$ cat config.mk
export PLATFORM = sky130hd
export DESIGN_NAME = act_counter_timer
export DESIGN_NICKNAME = d
export VERILOG_FILES = /design/src/common/act_pkg.sv /design/src/hw/act_rise_det.sv /design/src/hw/act_counter_timer.sv
export VERILOG_INCLUDE_DIRS = /design/src /design/src/common
export SDC_FILE = /design/constraint.sdc
export NUM_CORES = 1
export LEC_CHECK = 0
export BUFFER_PORTS_ARGS = -buffer_cell sky130_fd_sc_hd__buf_2
export CORE_MARGIN = 3
export CORE_UTILIZATION = 52
export CTS_CLUSTER_DIAMETER = 50
export DETAILED_ROUTE_END_ITERATION = 6
export PLACE_DENSITY_LB_ADDON = 0.15
export SYNTH_ARGS = -nofsm -noshare
export SYNTH_HDL_FRONTEND = slang
export SYNTH_SLANG_ARGS = --single-unit
$ cat constraint.sdc
create_clock -name CLK -period 6.5 [get_ports CLK]
set_clock_uncertainty 0.1 [all_clocks]
set_input_delay 0.65 -clock CLK [delete_from_list [all_inputs] [get_ports CLK]]
set_output_delay 0.65 -clock CLK [all_outputs]
set_load 0.02 [all_outputs]
$ cat src/common/act_params.svh
// Constants for the asynchronous-capable 16-bit counter/timer
`ifndef ACT_PARAMS_SVH
`define ACT_PARAMS_SVH

// Control register layout and reset value
`define ACT_CTRL_RESET 8'h00
`define ACT_CTRL_USED_MASK 8'h3F
// Compare unit mode that issues the special event trigger
`define ACT_MODE_SPECIAL 4'hB
// Count values
`define ACT_CNT_CLEAR 16'h0000
`define ACT_CNT_ALL_ONES 16'hFFFF
`define ACT_CNT_ONE 16'h0001
// Instruction clock is the system clock divided by four
`define ACT_CLK_PERIOD_NS 10
`define ACT_INSTR_PERIOD_NS 40
`define ACT_INSTR_DIV_LAST 2'((`ACT_INSTR_PERIOD_NS / `ACT_CLK_PERIOD_NS) - 1)
`define ACT_DIV_ZERO 2'h0
`define ACT_DIV_ONE 2'h1
// Prescaler counter
`define ACT_PRE_ZERO 3'h0
`define ACT_PRE_ONE 3'h1
// Synchroniser delay in the synchronised counter path
`define ACT_SYNC_ZERO 2'h0
// Oscillator rating, for reference by users of the block
`define ACT_OSC_MAX_KHZ 200

`endif

$ cat src/common/act_pkg.sv
// Types shared by the counter/timer design
package act_pkg;

    // Counter control register fields
    typedef struct packed {
        logic [1:0] unused;
        logic [1:0] prescale;
        logic low_power_osc_enable;
        logic ext_clock_sync_disable;
        logic clock_source_select;
        logic counter_on_bit;
    } act_ctrl_type;

    // Operating mode of the counter
    typedef enum logic [1:0] {
        ACT_TIMER = 2'b00,
        ACT_SYNC_COUNT = 2'b01,
        ACT_ASYNC_COUNT = 2'b10
    } act_mode_type;

    // Special event trigger from one compare unit
    typedef struct packed {
        logic trigger;
        logic [3:0] compare_unit_mode_field;
    } act_trig_type;

endpackage

$ cat src/hw/act_rise_det.sv
// Rising edge detector for a sampled input level
`timescale 1ns/100ps
module act_rise_det (
    input wire logic clk,
    input wire logic rst_n,
    input wire logic level,
    output logic rise
);
    logic prev;
    logic next_prev;

    // Remember the previous level
    always_comb begin
        next_prev = level;
    end

    always_ff @(posedge clk or negedge rst_n) begin
        if (!rst_n) begin
            prev <= 1'b0;
        end else begin
            prev <= next_prev;
        end
    end

    // One-cycle pulse on a low to high change
    assign rise = level && !prev;
endmodule

$ cat src/hw/act_counter_timer.sv
// 16-bit counter/timer with synchronised and asynchronous count modes
// Notes on behaviour
// - Sync-disable set: external edges count without synchroniser delay.
// - Asynchronous count keeps running in sleep; overflow flag can wake processor.
// - In asynchronous count mode the count is no capture/compare time base.
// - Count bytes read valid at all times while counting externally.
// - Control bit 3 enables the built-in crystal oscillator.
// - Oscillator is low power, up to 200 kHz, running through sleep.
// - Special event trigger from a compare unit in mode 1011 clears count.
// - Trigger clear never sets the overflow flag.
// - Trigger clear only guaranteed in timer or synchronised counter mode.
// - Count write in same cycle as trigger wins over the trigger.
// - With trigger clear, compare value pair acts as period register.
// - Count bytes keep value over all resets; only triggers, count writes and overflow wrap clear them.
// - Control register clears to 00h on every reset (RST_N low).
// - Writing either count byte clears the prescaler.
// - Counter mode counts oscillator pin edges when enabled, else clock pin.
`timescale 1ns/100ps
`include "act_params.svh"
module act_counter_timer (
    input wire logic CLK,
    input wire logic RST_N,
    input wire logic SLEEP,
    input wire logic CTRL_WR,
    input wire logic [7:0] CTRL_WDATA,
    output logic [7:0] CTRL_RDATA,
    input wire logic CNT_WR_LOW,
    input wire logic CNT_WR_HIGH,
    input wire logic [7:0] CNT_WDATA,
    output logic [7:0] CNT_LOW,
    output logic [7:0] CNT_HIGH,
    input wire logic OSC_IN_PIN,
    input wire logic EXT_CLK_PIN,
    output logic OSC_AMP_EN,
    input wire act_pkg::act_trig_type TRIG_A,
    input wire act_pkg::act_trig_type TRIG_B,
    output logic TIMEBASE_OK,
    input wire logic OVF_CLR,
    output logic OVF_FLAG,
    output logic WAKE_REQ
);
    act_pkg::act_ctrl_type ctrl;
    act_pkg::act_ctrl_type next_ctrl;
    act_pkg::act_mode_type mode;
    logic [15:0] count;
    logic [15:0] next_count;
    logic [2:0] pre;
    logic [2:0] next_pre;
    logic [2:0] pre_mask;
    logic [1:0] div;
    logic [1:0] next_div;
    logic [1:0] sync_pipe;
    logic [1:0] next_sync_pipe;
    logic ovf;
    logic next_ovf;
    logic instr_en;
    logic pin_level;
    logic pin_rise;
    logic raw_tick;
    logic pre_tick;
    logic inc;
    logic any_wr;
    logic trig_hit;
    logic ovf_set;

    // Control register, cleared by every reset (RST_N low)
    always_comb begin
        next_ctrl = ctrl;
        if (CTRL_WR) begin
            next_ctrl = act_pkg::act_ctrl_type'(CTRL_WDATA & `ACT_CTRL_USED_MASK);
        end
    end

    always_ff @(posedge CLK or negedge RST_N) begin
        if (!RST_N) begin
            ctrl <= act_pkg::act_ctrl_type'(`ACT_CTRL_RESET);
        end else begin
            ctrl <= next_ctrl;
        end
    end

    // Mode decode from the control fields
    always_comb begin
        if (!ctrl.clock_source_select) begin
            mode = act_pkg::ACT_TIMER;
        end else if (ctrl.ext_clock_sync_disable) begin
            mode = act_pkg::ACT_ASYNC_COUNT;
        end else begin
            mode = act_pkg::ACT_SYNC_COUNT;
        end
    end

    assign OSC_AMP_EN = ctrl.low_power_osc_enable;
    assign TIMEBASE_OK = (mode != act_pkg::ACT_ASYNC_COUNT);
    assign CTRL_RDATA = ctrl;

    assign pin_level = ctrl.low_power_osc_enable ? OSC_IN_PIN : EXT_CLK_PIN;

    act_rise_det u_pin_edge (
        .clk(CLK),
        .rst_n(RST_N),
        .level(pin_level),
        .rise(pin_rise)
    );

    // Instruction clock divider; it halts in sleep like the core clock
    always_comb begin
        next_div = div + `ACT_DIV_ONE;
        if (SLEEP) begin
            next_div = div;
        end
    end

    always_ff @(posedge CLK or negedge RST_N) begin
        if (!RST_N) begin
            div <= `ACT_DIV_ZERO;
        end else begin
            div <= next_div;
        end
    end

    assign instr_en = (div == `ACT_INSTR_DIV_LAST) && !SLEEP;

    // Prescaler input: pin edges in counter mode, instruction clock otherwise
    assign raw_tick = ctrl.counter_on_bit && (ctrl.clock_source_select ? pin_rise : instr_en);
    assign any_wr = CNT_WR_LOW || CNT_WR_HIGH;

    // Prescale mask for 1:1, 1:2, 1:4, 1:8
    always_comb begin
        unique case (ctrl.prescale)
            2'h0: pre_mask = 3'h0;
            2'h1: pre_mask = 3'h1;
            2'h2: pre_mask = 3'h3;
            2'h3: pre_mask = 3'h7;
        endcase
    end

    assign pre_tick = raw_tick && ((pre & pre_mask) == pre_mask);

    // Prescaler counter
    always_comb begin
        next_pre = pre;
        if (any_wr) begin
            next_pre = `ACT_PRE_ZERO;
        end else if (raw_tick) begin
            next_pre = pre_tick ? `ACT_PRE_ZERO : pre + `ACT_PRE_ONE;
        end
    end

    always_ff @(posedge CLK or negedge RST_N) begin
        if (!RST_N) begin
            pre <= `ACT_PRE_ZERO;
        end else begin
            pre <= next_pre;
        end
    end

    // Synchroniser stages after the prescaler, output masked off during sleep
    always_comb begin
        next_sync_pipe = {sync_pipe[0], pre_tick && (mode == act_pkg::ACT_SYNC_COUNT)};
    end

    always_ff @(posedge CLK or negedge RST_N) begin
        if (!RST_N) begin
            sync_pipe <= `ACT_SYNC_ZERO;
        end else begin
            sync_pipe <= next_sync_pipe;
        end
    end

    assign inc = (pre_tick && (mode != act_pkg::ACT_SYNC_COUNT)) || (sync_pipe[1] && !SLEEP);

    assign trig_hit = ((TRIG_A.trigger && (TRIG_A.compare_unit_mode_field == `ACT_MODE_SPECIAL))
                    || (TRIG_B.trigger && (TRIG_B.compare_unit_mode_field == `ACT_MODE_SPECIAL)))
                    && (mode != act_pkg::ACT_ASYNC_COUNT);

    assign ovf_set = inc && !any_wr && !trig_hit && (count == `ACT_CNT_ALL_ONES);

    // Count register update
    always_comb begin
        next_count = count;
        if (any_wr) begin
            if (CNT_WR_LOW) begin
                next_count[7:0] = CNT_WDATA;
            end
            if (CNT_WR_HIGH) begin
                next_count[15:8] = CNT_WDATA;
            end
        end else if (trig_hit) begin
            next_count = `ACT_CNT_CLEAR;
        end else if (inc) begin
            next_count = count + `ACT_CNT_ONE;
        end
    end

    always_ff @(posedge CLK) begin
        count <= next_count;
    end

    // read bytes come straight from the count flops
    assign CNT_LOW = count[7:0];
    assign CNT_HIGH = count[15:8];

    // Overflow flag, set beats clear
    always_comb begin
        next_ovf = (ovf && !OVF_CLR) || ovf_set;
    end

    always_ff @(posedge CLK or negedge RST_N) begin
        if (!RST_N) begin
            ovf <= 1'b0;
        end else begin
            ovf <= next_ovf;
        end
    end

    assign OVF_FLAG = ovf;
    assign WAKE_REQ = ovf && SLEEP;

    chk_async_direct: assert property (@(posedge CLK) disable iff (!RST_N)
        (mode == act_pkg::ACT_ASYNC_COUNT && pre_tick && !any_wr) |=> (count == $past(count) + `ACT_CNT_ONE))
        else $error("async tick did not increment next cycle");

    chk_sleep_runs: assert property (@(posedge CLK) disable iff (!RST_N)
        (SLEEP && mode == act_pkg::ACT_ASYNC_COUNT && pre_tick && !any_wr && count == `ACT_CNT_ALL_ONES)
        |=> (OVF_FLAG && WAKE_REQ || !SLEEP))
        else $error("async overflow in sleep gave no wake");

    chk_no_timebase: assert property (@(posedge CLK) disable iff (!RST_N)
        ctrl.clock_source_select && ctrl.ext_clock_sync_disable |-> !TIMEBASE_OK)
        else $error("async mode offered as time base");

    chk_read_stable: assert property (@(posedge CLK) disable iff (!RST_N)
        (!any_wr && !trig_hit && !inc) |=> $stable({CNT_HIGH, CNT_LOW}))
        else $error("count bytes changed without cause");

    chk_osc_sleep: assert property (@(posedge CLK) disable iff (!RST_N)
        (OSC_AMP_EN && SLEEP && !CTRL_WR) |=> OSC_AMP_EN)
        else $error("oscillator stopped in sleep");

    chk_trig_clear: assert property (@(posedge CLK) disable iff (!RST_N)
        (TRIG_A.trigger && TRIG_A.compare_unit_mode_field == `ACT_MODE_SPECIAL && !any_wr
         && mode != act_pkg::ACT_ASYNC_COUNT) |=> ({CNT_HIGH, CNT_LOW} == `ACT_CNT_CLEAR))
        else $error("trigger did not clear count");

    chk_trig_noflag: assert property (@(posedge CLK) disable iff (!RST_N)
        (trig_hit && !OVF_FLAG) |=> !OVF_FLAG)
        else $error("trigger set overflow flag");

    chk_write_wins: assert property (@(posedge CLK) disable iff (!RST_N)
        (CNT_WR_LOW && trig_hit) |=> (CNT_LOW == $past(CNT_WDATA)))
        else $error("trigger beat count write");

    chk_ctrl_write: assert property (@(posedge CLK) disable iff (!RST_N)
        CTRL_WR |=> (CTRL_RDATA == ($past(CTRL_WDATA) & `ACT_CTRL_USED_MASK)))
        else $error("control write not stored");

    chk_pre_clear: assert property (@(posedge CLK) disable iff (!RST_N)
        any_wr |=> (pre == `ACT_PRE_ZERO))
        else $error("prescaler not cleared by write");

    chk_wrap_flag: assert property (@(posedge CLK) disable iff (!RST_N)
        ovf_set |=> (OVF_FLAG && count == `ACT_CNT_CLEAR))
        else $error("wrap did not set flag");
endmodule

### After elaboration in Yosys (flattened, before gate mapping)

Index checks and enable logic that the tools add are counted.
Widths: inputs -> output; s select.

| operators by class | value |
|---|---|
| add/subtract/negate cells | 3 |
| eq/ne operators | 13 |
| mux-type cells | 13 |
| bitwise gates (word level) | 1 |
| reduce and logical (&&, ||, !) cells | 29 |

Operators by type and width:

| cell | count |
|---|---|
| $mux 16 | 3 |
| $add 16x1->16 const B | 1 |
| $eq 16x16->1 const B | 1 |
| $mux 8 | 2 |
| $logic_and 1x1->1 | 15 |
| $pmux 3 s4 | 1 |
| $mux 3 | 3 |
| $eq 4x4->1 const B | 2 |
| $eq 2x2->1 const B | 3 |
| $ne 2x2->1 const B | 3 |
| $logic_not 1->1 | 5 |
| $eq 2x1->1 const B | 2 |
| $logic_or 1x1->1 | 4 |
| $mux 2 | 2 |
| $reduce_and 2->1 | 2 |
| $add 3x1->3 const B | 1 |
| $and 3x3->3 | 1 |
| $eq 3x3->1 | 1 |
| $reduce_bool 3->1 | 1 |
| $add 2x1->2 const B | 1 |
| $logic_not 2->1 | 1 |
| $mux 1 | 2 |
| $ne 2x1->1 const B | 1 |
| $reduce_bool 2->1 | 1 |

| storage, ports and cells | value |
|---|---|
| flip-flop bits (word level) | 31 |
| input bits | 35 |
| output and inout bits | 28 |
| word-level logic and storage cells | 71 |

### Depth between registers and ports, before layout

Gate-level depths: netlist of run 1.

| logic depth | value |
|---|---|
| depth in word-level cells | 11 |
| mapped depth | 6 |
| depth with buffers taken out | 5 |

### Modules after synthesis

From an unflattened synthesis of run 1, not the netlist that was laid out.

| unflattened totals | value |
|---|---|
| cell total of the unflattened synthesis | 152 |
| area, all modules | 1,712.9 um^2 |

By module, submodules not included:

| module | instances | cells each | area each (um^2) | seq. area each (um^2) |
|---|---|---|---|---|
| act_counter_timer | 1 | 150 | 1,674.1 | 830.8 |
| act_rise_det | 1 | 2 | 38.8 | 25.0 |

### Least setup slack after synthesis of run 1

OpenSTA, ideal clock, no wires.

| timing | value |
|---|---|
| path type | input-to-reg |
| from | in SLEEP |
| to | reg count[0] (enable) |
| setup time | 375 ps |
| arrival | 1,891 ps |
| required time | 6,025 ps |
| path slack | 4,134 ps |
| stages on the path | 4 |
| buffers on the path | 0 |
| cell sequence | nor2_1 a32oi_2 o41a_1 a21oi_1 |

| on the way | value |
|---|---|
| longest elaborated chain between the ends | 9 |
| elaborated cells on any way between the ends | 10 |
| classes of those cells | mux (1); reduce/logical (9) |

Ends and longest elaborated chain:

| item | line | RTL |
|---|---|---|
| from (decl) | act_counter_timer.sv:23 | `input wire logic SLEEP,` |
| $logic_not 1->1 * | act_counter_timer.sv:122, act_counter_timer.sv:171 |  |
| $logic_and 1x1->1 | act_counter_timer.sv:122 | `` assign instr_en = (div == `ACT_INSTR_DIV_LAST) && !SLEEP; `` |
| $mux 1 | act_counter_timer.sv:125 | `assign raw_tick = ctrl.counter_on_bit && (ctrl.clock_source_select ? pin_rise : instr_en);` |
| $logic_and 1x1->1 | act_counter_timer.sv:125 |  |
| $logic_and 1x1->1 | act_counter_timer.sv:138 | `assign pre_tick = raw_tick && ((pre & pre_mask) == pre_mask);` |
| $logic_and 1x1->1 | act_counter_timer.sv:171 | `assign inc = (pre_tick && (mode != act_pkg::ACT_SYNC_COUNT)) \|\| (sync_pipe[1] && !SLEEP);` |
| $logic_or 1x1->1 * | act_counter_timer.sv:171 |  |
| $reduce_bool 3->1 (no source line) * | - |  |
| $reduce_and 2->1 (no source line) * | - |  |
| to (signal assigned) | act_counter_timer.sv:197 | `count <= next_count;` |
| to (decl) | act_counter_timer.sv:45 | `logic [15:0] count;` |

Mark *: on every way between the ends. The rest lies on a longest branch, timed or not.
A chain may end at the register's enable or synchronous reset.

### Final worst setup path of run 1

| timing | value |
|---|---|
| from | reg ctrl, in the netlist CTRL_RDATA[1] |
| to | reg count[10] (enable) |

| on the way | value |
|---|---|
| longest elaborated chain between the ends | 7 |
| elaborated cells on any way between the ends | 11 |
| classes of those cells | eq/ne (2); mux (2); reduce/logical (7) |

Ends and longest elaborated chain:

| item | line | RTL |
|---|---|---|
| from (decl) | act_counter_timer.sv:42 | `act_pkg::act_ctrl_type ctrl;` |
| from (signal assigned) | act_counter_timer.sv:76 | `` ctrl <= act_pkg::act_ctrl_type'(`ACT_CTRL_RESET); `` |
| from (signal assigned) | act_counter_timer.sv:78 | `ctrl <= next_ctrl;` |
| $mux 1 | act_counter_timer.sv:125 |  |
| $logic_and 1x1->1 | act_counter_timer.sv:125 |  |
| $logic_and 1x1->1 | act_counter_timer.sv:138 |  |
| $logic_and 1x1->1 | act_counter_timer.sv:171 |  |
| $logic_or 1x1->1 | act_counter_timer.sv:171 |  |
| $reduce_bool 3->1 (no source line) * | - |  |
| $reduce_and 2->1 (no source line) * | - |  |

Marked as above.

==> impl_metrics.csv, run 1 <==
group,metric,value,unit
worst_setup_path,arrival,2.39,ns
cts,cts-root-buf,"clkbuf_4",
logic_synthesis,muxShareOfSynthArea,0.0555,
finish,ff_latch_area,856,um^2
sta,fmax,397,MHz
global_routing,gr-usage-all-layers,0.213,
logic_synthesis,synth_cell_type_count,41,
logic_synthesis,postSynthAreaPerCell,11.1,um^2
sta,finalSetupViolCount,0,
cts,holdBufCountCts,0,
power_and_ir_drop,p_seq_frac,0.541,
floorplanning,core,3080,um^2
logic_synthesis,synthFlopType,"edfxtp_1",
worst_setup_path,critPathCaptureType,"flop",
logic_synthesis,syn_inst,153,
floorplanning,ioPinCount,63,
logic_synthesis,synthTopCellsByArea,"edfxtp_1 (28%), dfrtp_1 (22%), xor2_1 (6.2%), mux2_2 (4.7%), o21ai_1 (4.1%)",
worst_setup_path,cp_slowest_cell,"a21oi_1",
worst_setup_path,r2r_cells,4,
power_and_ir_drop,power.switching,0.153,mW
detailed_routing,vias_per_cell,5.59,
cts,numCtsBuffers,5,
detailed_routing,routedWlPerCell,15.3,um
worst_setup_path,crit_family,"compound AO/OA/AOI/OAI gates",
floorplanning,die_h,63.0,um
logic_synthesis,ys_seq_area_frac,0.506,
sta,tns,0,ns
logic_synthesis,synth_top_family_by_area,"simple AND/OR/NAND/NOR gates",
logic_synthesis,synth_compound_area_frac,0.133,
detailed_routing,ant_nets,0,
power_and_ir_drop,clkPwrFrac,0.234,
logic_synthesis,postSynth.asyncResetShare,0.484,
placed_design,pre_cts_ws,3.65,ns
placed_design,port_buffers,58,
sta,worst_pin_slew,0.898,ns
worst_setup_path,cp.required,6.37,ns
global_routing,grt_pass1_wl,6530,um
detailed_routing,num_vias,1432,
logic_synthesis,synth-xor-area-share,0.0725,
power_and_ir_drop,switching_share,0.325,
power_and_ir_drop,power_frac_comb,0.225,
power_and_ir_drop,total_leakage_power,0.869,nW
worst_setup_path,rr_endpoint,"count[10]",
floorplanning,dieArea,3970,um^2
detailed_routing,drt_pre_antenna_iters,4,
placed_design,dpl.hpwl,2980,um
cts,htreeDepth,2,
sta,final.min_clock_period,2.52,ns
cts,clock_sinks,31,
run,maxCapViolCount,0,
logic_synthesis,synth_fa_ha_area_frac,0.0222,
cts,clock_latency,0.34,ns
logic_synthesis,synthSimpleGateAreaFrac,0.176,
logic_synthesis,ys_warn_count,0,
hold_path,holdCritPathClass,"in2async",
floorplanning,rows,20,
detailed_routing,drt_iter0_drc,81,
global_routing,antenna_found_initial,0,
outcome,status,"finished clean",
cts,clkTransAtPathRegs,0.11,ns
logic_synthesis,yosys.cell_count.top_type,"nand2_1",
finish,drive_gt1_frac,0.358,
floorplanning,die_w,63.0,um
sta,maxSlewHeadroom,0.401,
detailed_routing,drc,0,
global_routing,gr-total-overflow,0,
cts,cts_resized,0,
sta,layout_setup_ws,3.98,ns
worst_setup_path,cp-endpoint,"count[10]",
floorplanning,start_util,0.550,
logic_synthesis,ys_seq_elements,31,
worst_setup_path,startpoint_type,"flop",
finish,area_growth,21.0,%
worst_setup_path,critPathKind,"reg2reg",
worst_setup_path,startpoint,"CTRL_RDATA[1]",
worst_setup_path,rr_startpoint,"CTRL_RDATA[1]",
cts,cts_buffer_depth,2,
cts,cts_setup_buffers,0,
finish,nFillCells,265,
logic_synthesis,synth_top_cells_by_count,"nand2_1 (17), edfxtp_1 (16), dfrtp_1 (15)",
worst_setup_path,crit_cells,4,
worst_setup_path,setup.reg_to_reg.worst_slack,3.98,ns
worst_setup_path,max_stage_delay,0.74,ns
worst_setup_path,critPathBufInv,0,
power_and_ir_drop,power_density,230,nW/um^2
finish,n_antenna_cell,0,
logic_synthesis,synth_edf_count,16,
power_and_ir_drop,intPower,0.318,mW
sta,hold_viol,0,
worst_setup_path,crit_path_cell_trace,"nor2_1 > a32oi_2 > o41a_1 > a21oi_1",
logic_synthesis,syn_area,1690,um^2
global_routing,grt_max_degree,17,
detailed_routing,wirelength,3910,um
sta,timing.final.crit_share,0.388,
finish,multi_input_area,785,um^2
logic_synthesis,synth.largest_area_cell,"edfxtp_1",
cts,cts_tree,"done",
sta,rsz0062_at_grt,"false",
power_and_ir_drop,ir_worst_vdd,114,uV
finish,fin_nets,249,
worst_setup_path,crit_path_max_fanout,8,
placed_design,gp_congestion,0.762,
global_routing,grt_pass1_vias,1422,
sta,slew_viol_final,0,
logic_synthesis,synth_top_area_frac,0.284,
[kinds of logic (layout without fill, tap and decap cells)]
family / count (synthesis) / in the layout
buffers and inverters: 11 / 69
flip-flops: 31 / 31
other: 1 / 2
AND/OR/NAND/NOR: 53 / 53
XOR/XNOR: 14 / 14
multiplexers: 8 / 8
adder cells (fa/ha/maj): 3 / 3
AO/OA/AOI/OAI: 32 / 32
[through the flow]
step           total power, mW  std cells   util  hold slack, ns  cell area (um^2)
2_1_floorplan            0.326        154      -           0.231              1700
3_3_place_gp             0.361        248  0.649           0.238              2000
3_5_place_dp             0.365        248  0.649           0.248              2000
4_1_cts                  0.472        256  0.665          0.0987              2050
5_1_grt                  0.497        256  0.665          0.0921              2050
6_report                 0.470        256  0.665          0.0837              2050
[routing by layer]
layer  global-route usage  share of wire  vias to the layer above
met3               0.0647          0.064                        9
met2                0.382           0.53                       51
met4               0.0826          0.018                        0
met1                0.232           0.39                      689
li1                     -              -                      683
met5                    0              0                        -
[cell type report]
cell class / count / area share
flip-flops and latches: 31 / 0.418
inverters: 3 / 0.00550
repair buffers: 58 / 0.142
clock inverters: 2 / 0.00428
multi-input cells: 112 / 0.383
clock buffers: 6 / 0.0202
well taps: 44 / 0.0269
[registers in the layout, summed over array words and instances (netlist names)]
signal           flops
sync_pipe            2
CTRL_RDATA           5
OSC_AMP_EN           1
pre                  3
OVF_FLAG             1
u_pin_edge.prev      1
div                  2
count               16
[power groups by stage]
| stage | sequential, mW | combinational, mW | clock (mW) |
|---|---|---|---|
| floorplan | 0.272 | 0.0549 | 0 |
| global placement | 0.256 | 0.104 | 0 |
| detailed placement | 0.259 | 0.107 | 0 |
| CTS | 0.254 | 0.107 | 0.111 |
| global route | 0.258 | 0.119 | 0.120 |
| finish | 0.255 | 0.106 | 0.110 |
[cells in the final DEF (no fill, tap or decap), types with 4 or more instances in the layout]
cell / Yosys / layout
buf_2: 2 / 58
nand4_1: 8 / 8
nand2_1: 17 / 17
and4_1: 4 / 4
mux2_2: 7 / 7
o21ai_1: 14 / 14
edfxtp_1: 16 / 16
a21oi_1: 4 / 4
nand3_1: 6 / 6
dfrtp_1: 15 / 15
xor2_1: 12 / 12
clkbuf_4: 0 / 5
[worst min path at each step]
stage	slack, ns	depth (start not counted)	startpoint	to
after floorplan	0.23	0	sync_pipe[0]	sync_pipe[1]
after global placement	0.24	0	sync_pipe[0]	sync_pipe[1]
after detailed placement	0.25	0	sync_pipe[0]	sync_pipe[1]
after CTS	0.1	1	RST_N	OVF_FLAG
after global routing	0.09	1	RST_N	pre[2]
final	0.08	1	RST_N	pre[1]
No activity file was read; power rests on OpenSTA's default activity.
==> run 2: changes to the inputs <==
--- a/config.mk
+++ b/config.mk
@@ -8,7 +8,7 @@
 export LEC_CHECK = 0
 export BUFFER_PORTS_ARGS = -buffer_cell sky130_fd_sc_hd__buf_2
 export CORE_MARGIN = 3
-export CORE_UTILIZATION = 52
+export CORE_UTILIZATION = 49
 export CTS_CLUSTER_DIAMETER = 50
 export DETAILED_ROUTE_END_ITERATION = 6
 export PLACE_DENSITY_LB_ADDON = 0.15
==> constraint.sdc (replaced) <==
create_clock -name CLK -period 2.55 [get_ports CLK]
set_clock_uncertainty 0.1 [all_clocks]
set_input_delay 0.255 -clock CLK [delete_from_list [all_inputs] [get_ports CLK]]
set_output_delay 0.255 -clock CLK [all_outputs]
set_load 0.02 [all_outputs]
==> impl_metrics.csv, run 2 (synthesized netlist as in run 1, its figures left out) <==
group,metric,value,unit
sta,tns,0,ns
detailed_routing,wirelength,3950,um
global_routing,grt_pass1_vias,1456,
detailed_routing,drt_iter0_drc,79,
hold_path,holdCritPathClass,"in2reg",
power_and_ir_drop,p_total,1.30,mW
worst_setup_path,arrival,1.98,ns
finish,utilization,0.663,
outcome,status,"finished clean",
sta,fmax,493,MHz
power_and_ir_drop,total_leakage_power,0.900,nW
finish,largest_register_ffs,16,
cts,holdBufCountCts,2,
sta,fin_hold_ws,0.0454,ns
sta,worst_pin_slew,0.540,ns
worst_setup_path,critPathKind,"reg2reg",
sta,timing.final.crit_share,0.795,
finish,fin_nets,253,
cts,cts_resized,0,
worst_setup_path,startpoint_type,"flop",
floorplanning,core,3180,um^2
global_routing,gr-usage-all-layers,0.201,
finish,top_register,"count",
worst_setup_path,crit_path_max_fanout,8,
global_routing,gr-total-overflow,0,
detailed_routing,ant_nets,0,
sta,finalSetupViolCount,0,
global_routing,grt_pass1_wl,6400,um
finish,area_growth,24.6,%
cts,cts_tree,"done",
detailed_routing,vias_per_cell,5.49,
worst_setup_path,cp.required,2.50,ns
detailed_routing,num_vias,1428,
detailed_routing,drc,0,
placed_design,dpl.hpwl,3000,um
cts,cts_setup_buffers,0,
floorplanning,dieArea,4190,um^2
finish,layout_commonest_cell,"buf_2",
placed_design,port_buffers,58,
finish,most-common-layout-cells,"buf_2 (58), nand2_1 (17), edfxtp_1 (16)",
global_routing,grt_max_degree,17,
finish,drive_gt1_frac,0.366,
sta,maxSlewHeadroom,0.637,
run,maxCapViolCount,0,
cts,clkTransAtPathRegs,0.09,ns
cts,cts_buffer_depth,2,
floorplanning,ioPinCount,63,
worst_setup_path,critPathCaptureType,"flop",
sta,final.min_clock_period,2.03,ns
sta,hold_viol,0,
cts,cts-root-buf,"clkbuf_4",
detailed_routing,routedWlPerCell,15.2,um
power_and_ir_drop,ir_worst_vdd,632,uV
cts,numCtsBuffers,5,
sta,rsz0062_at_grt,"false",
detailed_routing,drt_pre_antenna_iters,4,
floorplanning,die_h,64.8,um
sta,slew_viol_final,0,
finish,n_antenna_cell,0,
floorplanning,start_util,0.532,
cts,clock_sinks,31,
global_routing,antenna_found_initial,0,
placed_design,gp_congestion,0.827,
floorplanning,rows,20,
floorplanning,die_w,64.8,um
cts,clock_latency,0.34,ns
power_and_ir_drop,power_density,618,nW/um^2
cts,htreeDepth,2,
## run 2: worst paths after layout
path / startpoint / to / slack (ns) / cells past startpoint
setup / recovery: CTRL_RDATA[1] / count[13] / 0.52 / 5
hold / removal: CTRL_WDATA[0] / CTRL_RDATA[0] / 0.05 / 2
setup reg to reg: CTRL_RDATA[1] / count[13] / 0.52 / 5
hold reg to reg: sync_pipe[0] / sync_pipe[1] / 0.26 / 0
max in group asynchronous: RST_N / sync_pipe[0] / 1.85 / 2
min in group asynchronous: RST_N / pre[2] / 0.24 / 2
## run 2: metal layers
metal | global-route usage | vias up | part of all wire
met5 | 0 | - | 0
met2 | 0.388 | 51 | 0.55
met4 | 0.0633 | 0 | 0.0099
met1 | 0.205 | 684 | 0.38
li1 | - | 689 | -
met3 | 0.0555 | 4 | 0.061
## run 2: power by group
group	internal, mW	switching, mW
logic	0.120	0.160
registers	0.592	0.0569
clock network	0.202	0.172
## run 2: layout make-up
class / count / area (um^2)
fill: 275 / 1070
inverter: 3 / 11.3
clock buffer: 5 / 37.5
clock inverter: 3 / 38.8
timing repair buffer: 62 / 325
tap: 44 / 55.1
sequential: 31 / 856
multi-input combinational: 112 / 785
## run 2: through the flow
step	cell area, um^2	setup slack, ns	instances
finish	2110	0.523	260
global placement	2010	0.543	250
floorplan	1700	0.315	154
global route	2110	0.429	260
detailed placement	2010	0.519	250
CTS	2110	0.500	260
## run 2: worst max-delay path, cell delays in order (launching register included)
cell and delay (ns):
dfrtp_1 0.43, nor2_1 0.19, a32oi_2 0.18, o41a_1 0.49
a21oi_1 0.17, buf_4 0.20
==> run 3: changes to the inputs <==
--- a/config.mk
+++ b/config.mk
@@ -8,7 +8,7 @@
 export LEC_CHECK = 0
 export BUFFER_PORTS_ARGS = -buffer_cell sky130_fd_sc_hd__buf_2
 export CORE_MARGIN = 3
-export CORE_UTILIZATION = 49
+export CORE_UTILIZATION = 44
 export CTS_CLUSTER_DIAMETER = 50
 export DETAILED_ROUTE_END_ITERATION = 6
 export PLACE_DENSITY_LB_ADDON = 0.15
==> constraint.sdc (replaced) <==
create_clock -name CLK -period 1.75 [get_ports CLK]
set_clock_uncertainty 0.1 [all_clocks]
set_input_delay 0.175 -clock CLK [delete_from_list [all_inputs] [get_ports CLK]]
set_output_delay 0.175 -clock CLK [all_outputs]
set_load 0.02 [all_outputs]
==> impl_metrics.csv, run 3 (synthesized netlist as in run 1, its figures left out) <==
group,metric,value,unit
cts,cts-root-buf,"clkbuf_8",
power_and_ir_drop,ir_worst_vdd,611,uV
worst_setup_path,critPathCaptureType,"flop",
power_and_ir_drop,switching_share,0.291,
floorplanning,core,3520,um^2
finish,utilization,0.689,
floorplanning,die_w,68.0,um
hold_path,hold_start,"CTRL_WDATA[3]",
sta,slew_viol_final,0,
detailed_routing,drt_pre_antenna_iters,4,
finish,instances_no_fill,286,
sta,final.min_clock_period,1.91,ns
floorplanning,start_util,0.480,
global_routing,gr-total-overflow,0,
finish,n_antenna_cell,0,
outcome,status,"finished with violations",
detailed_routing,drt_iter0_drc,61,
power_and_ir_drop,p_seq_frac,0.436,
power_and_ir_drop,clkPwrFrac,0.308,
global_routing,gr-usage-all-layers,0.209,
sta,layout_setup_ws,-0.161,ns
power_and_ir_drop,intPower,1.54,mW
global_routing,grt_pass1_wl,6980,um
sta,hold_viol,0,
finish,fin_nets,277,
global_routing,antenna_found_initial,0,
finish,ff_latch_area,860,um^2
power_and_ir_drop,total_leakage_power,1.04,nW
cts,clock_sinks,31,
detailed_routing,drc,0,
power_and_ir_drop,power_density,897,nW/um^2
detailed_routing,num_vias,1549,
worst_setup_path,critPathKind,"reg2reg",
sta,rsz0062_at_grt,"true",
worst_setup_path,rr_endpoint,"count[2]",
finish,most-common-layout-cells,"buf_2 (58), buf_4 (23), nand2_1 (17)",
hold_path,holdCritPathClass,"in2reg",
power_and_ir_drop,power.switching,0.634,mW
hold_path,min_path_cells,2,
finish,nFillCells,281,
finish,multi_input_area,851,um^2
sta,timing.final.crit_share,1.09,
finish,layout_commonest_cell,"buf_2",
detailed_routing,wirelength,4390,um
placed_design,gp_congestion,0.824,
finish,area_growth,43.4,%
placed_design,placed_area,2230,um^2
detailed_routing,routedWlPerCell,15.3,um
floorplanning,rows,21,
placed_design,dpl.hpwl,3260,um
global_routing,grt_pass1_vias,1467,
finish,largest_register_ffs,16,
sta,finalSetupViolCount,16,
worst_setup_path,rr_startpoint,"CTRL_RDATA[1]",
detailed_routing,ant_nets,0,
sta,tns,-2.47,ns
worst_setup_path,arrival,1.82,ns
outcome,violations,"setup timing",
worst_setup_path,setup.reg_to_reg.worst_slack,-0.16,ns
cts,htreeDepth,2,
detailed_routing,vias_per_cell,5.42,
cts,numCtsBuffers,5,
cts,cts_buffer_depth,2,
floorplanning,die_h,68.0,um
worst_setup_path,r2r_cells,5,
sta,fmax,523,MHz
run,maxCapViolCount,0,
placed_design,dp_cells,273,
floorplanning,dieArea,4620,um^2
placed_design,port_buffers,58,
hold_path,min_to,"OSC_AMP_EN",
worst_setup_path,startpoint_type,"flop",
worst_setup_path,crit_path_max_fanout,6,
finish,drive_gt1_frac,0.479,
power_and_ir_drop,p_total,2.18,mW
worst_setup_path,cp.required,1.65,ns
power_and_ir_drop,power_frac_comb,0.256,
cts,cts_tree,"done",
finish,final_area,2430,um^2
cts,clkTransAtPathRegs,0.06,ns
finish,top_register,"count",
floorplanning,ioPinCount,63,
cts,clock_latency,0.29,ns
global_routing,grt_max_degree,17,
==> run 3: changes by cell type in the layout (fill, tap and decap cells not counted), moves of 2 or more <==
cell,change
buf_4,+21
ha_1,-2
clkbuf_8,+6
clkbuf_4,-5
a21boi_2,+2
dfrtp_2,+3
dfrtp_1,-3
a21oi_1,-2
buf_12,+2
a21oi_4,+2
==> run 3: critical path: stages, from the launching register on <==
cell and delay [ns]:
dfrtp_2 0.43, and3b_2 0.24, a32oi_4 0.06, o41a_1 0.43, a21oi_4 0.23, buf_12 0.14
==> run 3: layer usage <==
layer	routed length, um	global-route usage	part of all wire	up-vias
met4	56	0.0769	0.013	0
met5	0	0	0	-
met2	2070	0.307	0.47	63
met1	1960	0.292	0.45	742
met3	294	0.0608	0.067	6
li1	-	-	-	738
==> run 3: power groups by stage <==
stage / Clock [mW] / Sequential (mW) / Combinational, mW
floorplan: 0 / 1.01 / 0.223
global placement: 0 / 0.942 / 0.501
detailed placement: 0 / 0.951 / 0.511
CTS: 0.682 / 0.937 / 0.534
global route: 0.718 / 0.964 / 0.608
finish: 0.670 / 0.949 / 0.557
==> run 3: area by class of cell <==
type                       count  share of cell area
clock inverter                 1             0.00206
inverter                       3             0.00464
timing repair buffer          86               0.220
sequential                    31               0.354
tap                           46              0.0237
multi-input combinational    112               0.351
clock buffer                   7              0.0444
==> run 3: what timing repair did <==
action | in CTS | in global routing
endpoints found under the setup margin | 18 | 32
gates cloned | 0 | 0
buffers inserted | 3 | 1
pin swaps | 2 | 2
hold buffers | 2 | 0
resized for setup | 3 | 5
hold endpoints to repair | 16 | 0
==> run 3: worst max-delay path by stage <==
stage,start,end,cells after the start
2_1_floorplan,CTRL_RDATA[1],count[0],4
3_3_place_gp,CTRL_RDATA[1],count[6],4
3_5_place_dp,CTRL_RDATA[1],count[0],4
4_1_cts,CTRL_RDATA[5],count[2],5
5_1_grt,CTRL_RDATA[1],count[1],5
6_report,CTRL_RDATA[1],count[2],5
==> run 3: per-stage QoR <==
step                      hold slack (ns)  setup slack (ns)
after global routing               0.0161            -0.233
after floorplan                    -0.221            -0.212
final                              0.0199            -0.161
after detailed placement         -0.00308            -0.259
after CTS                          0.0101            -0.197
after global placement           -0.00787            -0.201
